$ cat config.mk
export PLATFORM = sky130hd
export DESIGN_NAME = i2c_slave_port
export DESIGN_NICKNAME = d
export VERILOG_FILES = /design/src/core/i2c_port_pkg.sv /design/src/core/pin_sync.sv /design/src/core/i2c_slave_port.sv
export VERILOG_INCLUDE_DIRS = /design/src /design/src/core
export SDC_FILE = /design/constraint.sdc
export NUM_CORES = 2
export LEC_CHECK = 0
export BUFFER_PORTS_ARGS = -buffer_cell sky130_fd_sc_hd__clkbuf_2
export CORE_MARGIN = 2
export CORE_UTILIZATION = 60
export DETAILED_ROUTE_END_ITERATION = 16
export PLACE_DENSITY = 0.76
export SYNTH_ARGS = -nofsm -noshare
export SYNTH_HDL_FRONTEND = slang
export SYNTH_SLANG_ARGS = --single-unit
$ cat constraint.sdc
create_clock -name sys_clk_i -period 20.2 [get_ports sys_clk_i]
set_clock_uncertainty 0.15 [all_clocks]
set_input_delay 1.01 -clock sys_clk_i [delete_from_list [all_inputs] [get_ports sys_clk_i]]
set_output_delay 1.01 -clock sys_clk_i [all_outputs]
set_load 0.03 [all_outputs]
$ cat src/core/i2c_port_cfg.svh
// Constants for the two-address serial slave port
`ifndef I2C_PORT_CFG_SVH
`define I2C_PORT_CFG_SVH

// Fixed slave address of the auxiliary memory
`define AUX_SLAVE_ADDR 8'ha0

// Main-table register offsets and their reset values
`define MAIN_ADDR_OFFSET 8'h8c
`define MAIN_ADDR_RESET 8'ha2
`define CONFIG_OFFSET 8'h89
`define CONFIG_RESET 8'h00

// Bit of the config byte that enables the programmable main address
`define MAIN_ADDRESS_SELECT_ENABLE_BIT 0

// Address counter bits that step inside one 8-byte row
`define ROW_BITS 3

// Bit count of a byte on the wire, acknowledge bit not counted
`define BYTE_BITS 4'h8

// Nonvolatile page write time and the system clock period
`define WRITE_TIME_NS 10000000
`define SYS_CLK_PERIOD_NS 20
`define WRITE_BUSY_CYCLES ((`WRITE_TIME_NS + `SYS_CLK_PERIOD_NS - 1) / `SYS_CLK_PERIOD_NS)

`endif

$ cat src/core/i2c_port_pkg.sv
// Types shared by the two-address serial slave port
package i2c_port_pkg;

    // Bus phase of the slave engine
    typedef enum logic [2:0] {
        phase_idle,
        phase_rx,
        phase_ack,
        phase_tx,
        phase_mack
    } phase_t;

    // Meaning of the byte being received
    typedef enum logic [1:0] {
        kind_slave,
        kind_mem,
        kind_data
    } kind_t;

    // Whole state of the slave engine
    typedef struct packed {
        phase_t phase;
        kind_t kind;
        logic [3:0] bit_cnt;
        logic [7:0] shift;
        logic [7:0] tx;
        logic [7:0] addr;
        logic sel_main;
        logic read_dir;
        logic page_dirty;
        logic master_nack;
        logic scl_d;
        logic sda_d;
        logic sda_oe;
        logic [7:0] main_addr;
        logic [7:0] config_byte;
        logic [31:0] busy_cnt;
        logic busy;
    } state_t;

    // Write strobe into one of the two memories
    typedef struct packed {
        logic en;
        logic sel_main;
        logic [7:0] addr;
        logic [7:0] data;
    } mem_wr_t;

endpackage

$ cat src/core/pin_sync.sv
// Two-flop synchroniser for pins from outside the clock domain
`timescale 1ns/100ps
`default_nettype none

module pin_sync #(
    parameter int WIDTH = 1,
    parameter logic [WIDTH-1:0] RESET_VALUE = '0
) (
    input wire logic sys_clk_i,
    input wire logic reset_i,
    input wire logic [WIDTH-1:0] d_i,
    output logic [WIDTH-1:0] q_o
);

    logic [WIDTH-1:0] meta;

    // First stage feeds only the second stage
    always_ff @(posedge sys_clk_i or posedge reset_i)
    begin
        if (reset_i)
        begin
            meta <= RESET_VALUE;
            q_o <= RESET_VALUE;
        end
        else
        begin
            meta <= d_i;
            q_o <= meta;
        end
    end

endmodule

`default_nettype wire

$ cat src/core/i2c_slave_port.sv
// Two-wire slave port with fixed auxiliary and programmable main address
//
// Functional notes
// - START: SDA falls while SCL high
// - STOP: SDA rises while SCL high, ends
// - Repeated START restarts like a START
// - Idle bus leaves SDA and SCL released
// - Incoming bits sampled on SCL rising edge
// - Outgoing bit driven after SCL falling edge
// - Ninth bit: zero acknowledges, one refuses
// - Write byte MSB first, device acknowledges
// - Read byte MSB first, master NACK ends
// - First byte: 7-bit address plus direction
// - Direction zero writes, one reads
// - Fixed auxiliary address reaches 256-byte space
// - Programmable main address reaches main tables
// - Main address needs select enable bit
// - Unmatched address: silent until next START
// - Main address equal auxiliary disables auxiliary
// - Second write byte loads address counter
// - Write counter wraps inside 8-byte row
// - Read starts at current address counter
// - No address acknowledge during page write
`timescale 1ns/100ps
`default_nettype none
`include "i2c_port_cfg.svh"

module i2c_slave_port #(
    parameter int WRITE_BUSY_CYCLES = `WRITE_BUSY_CYCLES
) (
    input wire logic sys_clk_i,
    input wire logic reset_i,
    input wire logic scl_i,
    input wire logic sda_i,
    output logic sda_o,
    output logic sda_oe_o,
    output logic busy_o
);

    // The busy counter is 32 bits wide and must count at least once
    if (WRITE_BUSY_CYCLES < 1 || WRITE_BUSY_CYCLES > 32'h7fff_ffff)
    begin : g_busy_check
        $error("WRITE_BUSY_CYCLES out of range");
    end

    localparam logic [31:0] BUSY_LOAD = 32'(WRITE_BUSY_CYCLES);
    localparam logic [6:0] AUX7 = 7'(`AUX_SLAVE_ADDR >> 1);
    localparam logic [6:0] MAIN7 = 7'(`MAIN_ADDR_RESET >> 1);

    localparam i2c_port_pkg::state_t STATE_RESET = '{
        phase: i2c_port_pkg::phase_idle,
        kind: i2c_port_pkg::kind_slave,
        bit_cnt: 4'h0,
        shift: 8'h00,
        tx: 8'h00,
        addr: 8'h00,
        sel_main: 1'b0,
        read_dir: 1'b0,
        page_dirty: 1'b0,
        master_nack: 1'b0,
        scl_d: 1'b1,
        sda_d: 1'b1,
        sda_oe: 1'b0,
        main_addr: `MAIN_ADDR_RESET,
        config_byte: `CONFIG_RESET,
        busy_cnt: 32'h0000_0000,
        busy: 1'b0
    };

    i2c_port_pkg::state_t st;
    i2c_port_pkg::state_t next_st;
    i2c_port_pkg::mem_wr_t next_wr;

    logic [7:0] aux_mem [0:255];
    logic [7:0] main_mem [0:255];

    logic scl_s;
    logic sda_s;
    logic scl_rise;
    logic scl_fall;
    logic start_det;
    logic stop_det;
    logic main_hit;
    logic [7:0] main_eff;
    logic aux_hit;
    logic [7:0] rd_byte;
    logic load_tx;

    // Both pins arrive from the master's clock; idle level is high
    pin_sync #(
        .WIDTH(2),
        .RESET_VALUE(2'h3)
    ) u_pin_sync (
        .sys_clk_i(sys_clk_i),
        .reset_i(reset_i),
        .d_i({scl_i, sda_i}),
        .q_o({scl_s, sda_s})
    );

    // Edges of the master's clock; this end never makes SCL itself
    assign scl_rise = scl_s & ~st.scl_d;
    assign scl_fall = ~scl_s & st.scl_d;
    // Bus conditions: SDA moving while SCL stays high
    assign start_det = scl_s & st.scl_d & st.sda_d & ~sda_s;
    assign stop_det = scl_s & st.scl_d & ~st.sda_d & sda_s;

    // Address decode on the received slave byte
    always_comb
    begin
        // Until enabled the tables sit at the reset address, else the enable is unreachable
        main_eff = st.config_byte[`MAIN_ADDRESS_SELECT_ENABLE_BIT] ? st.main_addr : `MAIN_ADDR_RESET;
        main_hit = (st.shift[7:1] == main_eff[7:1]);
        // A main address of A0h shadows the auxiliary memory entirely
        aux_hit = (st.shift[7:1] == AUX7)
            && (main_eff != `AUX_SLAVE_ADDR);
    end

    // Read data; the two main registers live in flops, not the array
    always_comb
    begin
        if (!st.sel_main)
        begin
            rd_byte = aux_mem[st.addr];
        end
        else if (st.addr == `MAIN_ADDR_OFFSET)
        begin
            rd_byte = st.main_addr;
        end
        else if (st.addr == `CONFIG_OFFSET)
        begin
            rd_byte = st.config_byte;
        end
        else
        begin
            rd_byte = main_mem[st.addr];
        end
    end

    // Slave engine
    always_comb
    begin
        next_st = st;
        next_wr = '0;
        load_tx = 1'b0;
        next_st.scl_d = scl_s;
        next_st.sda_d = sda_s;
        if (st.busy_cnt != 32'h0000_0000)
        begin
            next_st.busy_cnt = st.busy_cnt - 32'h0000_0001;
        end
        if (start_det)
        begin
            // A START anywhere, repeated or not, begins a fresh address byte
            next_st.phase = i2c_port_pkg::phase_rx;
            next_st.kind = i2c_port_pkg::kind_slave;
            next_st.bit_cnt = 4'h0;
            next_st.sda_oe = 1'b0;
        end
        else if (stop_det)
        begin
            next_st.phase = i2c_port_pkg::phase_idle;
            next_st.sda_oe = 1'b0;
            // Page commit keeps the slave deaf to its address for a while
            if (st.page_dirty)
            begin
                next_st.busy_cnt = BUSY_LOAD;
                next_st.page_dirty = 1'b0;
            end
        end
        else
        begin
            case (st.phase)
                i2c_port_pkg::phase_rx:
                begin
                    if (scl_rise)
                    begin
                        next_st.shift = {st.shift[6:0], sda_s};
                        next_st.bit_cnt = st.bit_cnt + 4'h1;
                    end
                    else if (scl_fall && st.bit_cnt == `BYTE_BITS)
                    begin
                        next_st.bit_cnt = 4'h0;
                        if (st.kind == i2c_port_pkg::kind_slave)
                        begin
                            if ((main_hit || aux_hit) && st.busy_cnt == 32'h0000_0000)
                            begin
                                next_st.sda_oe = 1'b1;
                                next_st.phase = i2c_port_pkg::phase_ack;
                                next_st.sel_main = main_hit;
                                next_st.read_dir = st.shift[0];
                            end
                            else
                            begin
                                // Not ours, or ours while a page write keeps it busy: stay off the bus until a START
                                next_st.phase = i2c_port_pkg::phase_idle;
                            end
                        end
                        else if (st.kind == i2c_port_pkg::kind_mem)
                        begin
                            next_st.addr = st.shift;
                            next_st.sda_oe = 1'b1;
                            next_st.phase = i2c_port_pkg::phase_ack;
                        end
                        else
                        begin
                            next_wr.en = 1'b1;
                            next_wr.sel_main = st.sel_main;
                            next_wr.addr = st.addr;
                            next_wr.data = st.shift;
                            if (st.sel_main && st.addr == `MAIN_ADDR_OFFSET)
                            begin
                                next_st.main_addr = st.shift;
                            end
                            if (st.sel_main && st.addr == `CONFIG_OFFSET)
                            begin
                                next_st.config_byte = st.shift;
                            end
                            // Step within the row; the row bits never change
                            next_st.addr[`ROW_BITS-1:0] =
                                st.addr[`ROW_BITS-1:0] + `ROW_BITS'(1);
                            next_st.page_dirty = 1'b1;
                            next_st.sda_oe = 1'b1;
                            next_st.phase = i2c_port_pkg::phase_ack;
                        end
                    end
                end
                i2c_port_pkg::phase_ack:
                begin
                    if (scl_fall)
                    begin
                        next_st.sda_oe = 1'b0;
                        next_st.bit_cnt = 4'h0;
                        if (st.read_dir)
                        begin
                            load_tx = 1'b1;
                        end
                        else
                        begin
                            next_st.phase = i2c_port_pkg::phase_rx;
                            if (st.kind == i2c_port_pkg::kind_slave)
                            begin
                                next_st.kind = i2c_port_pkg::kind_mem;
                            end
                            else
                            begin
                                next_st.kind = i2c_port_pkg::kind_data;
                            end
                        end
                    end
                end
                i2c_port_pkg::phase_tx:
                begin
                    if (scl_fall)
                    begin
                        if (st.bit_cnt == `BYTE_BITS)
                        begin
                            // Release for the master's acknowledge bit
                            next_st.sda_oe = 1'b0;
                            next_st.phase = i2c_port_pkg::phase_mack;
                        end
                        else
                        begin
                            next_st.tx = {st.tx[6:0], 1'b0};
                            next_st.sda_oe = ~st.tx[6];
                            next_st.bit_cnt = st.bit_cnt + 4'h1;
                        end
                    end
                end
                i2c_port_pkg::phase_mack:
                begin
                    if (scl_rise)
                    begin
                        next_st.master_nack = sda_s;
                    end
                    else if (scl_fall)
                    begin
                        if (st.master_nack)
                        begin
                            next_st.phase = i2c_port_pkg::phase_idle;
                        end
                        else
                        begin
                            load_tx = 1'b1;
                        end
                    end
                end
                default:
                begin
                    next_st.sda_oe = 1'b0;
                end
            endcase
        end
        // First bit of a read byte goes out on the same falling edge
        if (load_tx)
        begin
            next_st.tx = rd_byte;
            next_st.sda_oe = ~rd_byte[7];
            next_st.bit_cnt = 4'h1;
            next_st.addr = st.addr + 8'h01;
            next_st.phase = i2c_port_pkg::phase_tx;
        end
        next_st.busy = next_st.busy_cnt != 32'h0000_0000;
    end

    // State register
    always_ff @(posedge sys_clk_i or posedge reset_i)
    begin
        if (reset_i)
        begin
            st <= STATE_RESET;
        end
        else
        begin
            st <= next_st;
        end
    end

    // Memory arrays hold no reset; power-up content is undefined
    always_ff @(posedge sys_clk_i)
    begin
        if (next_wr.en && next_wr.sel_main)
        begin
            main_mem[next_wr.addr] <= next_wr.data;
        end
        if (next_wr.en && !next_wr.sel_main)
        begin
            aux_mem[next_wr.addr] <= next_wr.data;
        end
    end

    // Open drain: the data output is always low, only the enable moves
    always_ff @(posedge sys_clk_i or posedge reset_i)
    begin
        if (reset_i)
        begin
            sda_o <= 1'b0;
        end
        else
        begin
            sda_o <= 1'b0;
        end
    end

    assign sda_oe_o = st.sda_oe;
    assign busy_o = st.busy;
endmodule

`default_nettype wire

==> out/qor.txt <==
Worst Path Required - 20.86 ns
Core Util, Final - 0.667
Cell mode on critical path - buf_4
Hold_ws - 0.143 ns
Multi-input gate area - 36300 sq um
Die ar. - 277000 sq um
Slowest stage delay, CP - 0.81 ns
Achievable Freq - 0.142 GHz
DRT Wirelength - 441000 microns
Post-layout min period - 7.06 ns
FF/Latch Area - 125000 sq um
Port Buf Inserts - 5
Post-synthesis net count - 7776
Worst Setup End Kind - flip-flop
Drt drc - 0
Clk_lat worst skew - 0.94 ns
Antenna-violating nets left - 0
CTS Buf Count - 406
Avg Inst Size Synth - 21.1 sq um
HP Class - in -> reg
Final HPWL DP - 250000 microns
Antenna violations before repair - 23
Commonest cells after routing, fill and taps aside - 4096 x edfxtp_1, 1053 x mux4_2, 626 x nor2_1
VDD IR max - 0.0950 mV
I/O Pins - 7
Primary FF master, synth - edfxtp_1
DRT met1 WL - 151000 microns
Largest net degree at the start of global routing - 237
CTS tree - yes
Synthesized area - 164000 sq um
Async set-reset flop share out of synthesis - 0.0220
Via count - 84300
Max Slew Vio Count - 0
Worst-path fanout max - 40
Measured slew at the worst slew-check pin - 1.48 ns
Number of synthesized flops with an enable pin - 4096
DRT iter0 DRCs - 15300
Netlist cell types - 82
Crit start category - flip-flop
Worst EP arrival - 7.71 ns
Core region area - 271000 sq um
RePlAce Congestion - 0.947
GRT overflow - 0
Flop-to-flop setup slack - 13.14 ns
Nets - 7880
Status - finished, final reports clean
Lkg Pwr - 58.8 nW
Synth-to-Final Area Change - 10.6%
Die height - 526 microns
Vias per cell - 7.15
Placed Cells - 11000
Fill count - 16300
Post-cts resize count - 0
All-layer global routing usage - 0.320
Most common library cell in the layout ignoring fill and taps - edfxtp_1
Tot Pwr - 19.3 mW
Max_cap viols - 0
Initial core utilization - 0.603
Final Hold Viols - 0
Synth Register Bits - 4188
Filler-free cell count of the finished design - 11800
Number of global-route vias before repair - 83200
First-pass GRT wire length - 626000 microns
Sink Count - 4188
Site row count - 191
Top Layer Used - met5
Post-Syn Instances - 7765
Avg WL per Cell - 37.4 microns
CTS max path bufs - 4
RSZ-0062 raised after global routing - no
Crit path max-delay cell type - dfrtp_4
Post-CTS Setup Inserts - 0
Sequential share of the synthesized area - 0.766
Drt first pass iters - 8
# H-tree levels - 5
Tcrit/Tclk final - 0.349
CP Cell Sequence - buf_4 > buf_4 > buf_4 > buf_4 > mux4_2 > mux4_2 > mux2i_1 > o21ai_0 > o22ai_1 > o211ai_1
Wire length on met2 - 200000 microns
Die Span X - 526 microns
Crit path kind - reg -> reg
Setup_tns - 0 ns
Share of cells above drive strength 1 - 0.237
Final setup vio count - 0
Routed wire length on met3 - 63000 microns
Pwr/cell area - 107 nW/um^2
CTS Root Cell - clkbuf_16
CTS clk-pin slew, worst paths - 0.07 ns
Max_slew headroom - 0.0124
Ys Warns - 0
through the flow:
stage,setup WS (ns),cell area [sq um]
after floorplan,4.10,164000
after global placement,13.23,168000
after detailed placement,13.19,168000
after CTS,13.16,181000
after global routing,12.80,181000
final,13.14,181000
area by class of cell:
cell class	count	area share
Inverter	20	0.000470
Antenna cell	26	0.000360
Sequential cell	4188	0.693
Clock buffer	497	0.0588
Timing Repair Buffer	174	0.00823
Clock inverter	236	0.0136
Tap cell	3570	0.0247
Multi-Input combinational cell	3079	0.201
cell usage after synthesis (all sizes together), types with 15 or more instances:
cell | number | area share
a211oi | 31 | 0.0014
o22ai | 51 | 0.0020
a22oi | 57 | 0.0026
mux2i | 276 | 0.017
buf | 243 | 0.0073
nor3 | 37 | 0.0011
mux2 | 55 | 0.0038
a221oi | 48 | 0.0026
nand4 | 16 | 0.00061
xnor2 | 15 | 0.00080
inv | 19 | 0.00044
edfxtp | 4096 | 0.75
nor4 | 18 | 0.00078
nand2b | 17 | 0.00065
o221ai | 35 | 0.0019
dfrtp | 83 | 0.013
a31oi | 22 | 0.00084
clkbuf | 235 | 0.0054
mux4 | 1053 | 0.15
xor2 | 15 | 0.00080
nor2 | 639 | 0.015
nand3 | 46 | 0.0014
o21ai | 70 | 0.0021
and3 | 24 | 0.00092
a21oi | 108 | 0.0033
o211ai | 18 | 0.00083
nand2 | 232 | 0.0053
timing repair:
action | in CTS | in global routing
hold buffers | 1 | 0
setup endpoints to repair | 0 | 0
hold endpoints to repair | 33 | 0
sequential cells by signal (all words and copies together) (netlist names):
| name | count |
|---|---|
| busy_o | 1 |
| st | 86 |
| u_pin_sync.q_o | 2 |
| main_mem | 2048 |
| u_pin_sync.meta | 2 |
| sda_oe_o | 1 |
| aux_mem | 2048 |
final timing paths:
path                                                   start                           end  cells past startpoint
worst max-delay path                      st[56]$_DFFE_PP0P_            st[66]$_DFFE_PP0P_                     10
worst min-delay path                                   scl_i  u_pin_sync.meta[1]$_DFF_PP1_                      1
worst max register to register            st[56]$_DFFE_PP0P_            st[66]$_DFFE_PP0P_                     10
worst min register to register  u_pin_sync.meta[0]$_DFF_PP1_   u_pin_sync.q_o[0]$_DFF_PP1_                      0
max in group asynchronous                            reset_i            st[58]$_DFFE_PP0P_                      4
min in group asynchronous                            reset_i              st[11]$_DFF_PP0_                      3
power by group:
part	total (mW)	internal, mW	switching [mW]
combinational	2.19	0.851	1.34
sequential	9.54	9.44	0.104
clock	7.56	4.31	3.26
total	19.3	14.6	4.71
routing by layer:
metal  vias to the layer above  track usage
met5                         -            0
met4                        14        0.162
met3                      1332       0.0982
met2                      6794        0.469
met1                     43600        0.443
li1                      32500            -
cell families (layout without fill, tap and decap cells):
family | after synthesis | after routing | synth area share
AOI/OAI and AO/OA | 545 | 545 | 0.0233
other | 1 | 27 | 0.0000229
muxes | 1384 | 1384 | 0.166
adders and majority gates | 7 | 7 | 0.000536
and+or+nand+nor | 1112 | 1112 | 0.0293
xor gates and xnor gates | 30 | 30 | 0.00161
DFF | 4188 | 4188 | 0.766
buffers and inverters | 498 | 927 | 0.0131
worst max-delay path, delay by kind of cell (launching register included):
family | cells | cell delay, ns
AO/OA/AOI/OAI | 3 | 1.07
multiplexers | 3 | 1.82
flip-flops | 1 | 0.81
buffers and inverters | 4 | 2.94
Power figures use the tool's default switching activity.
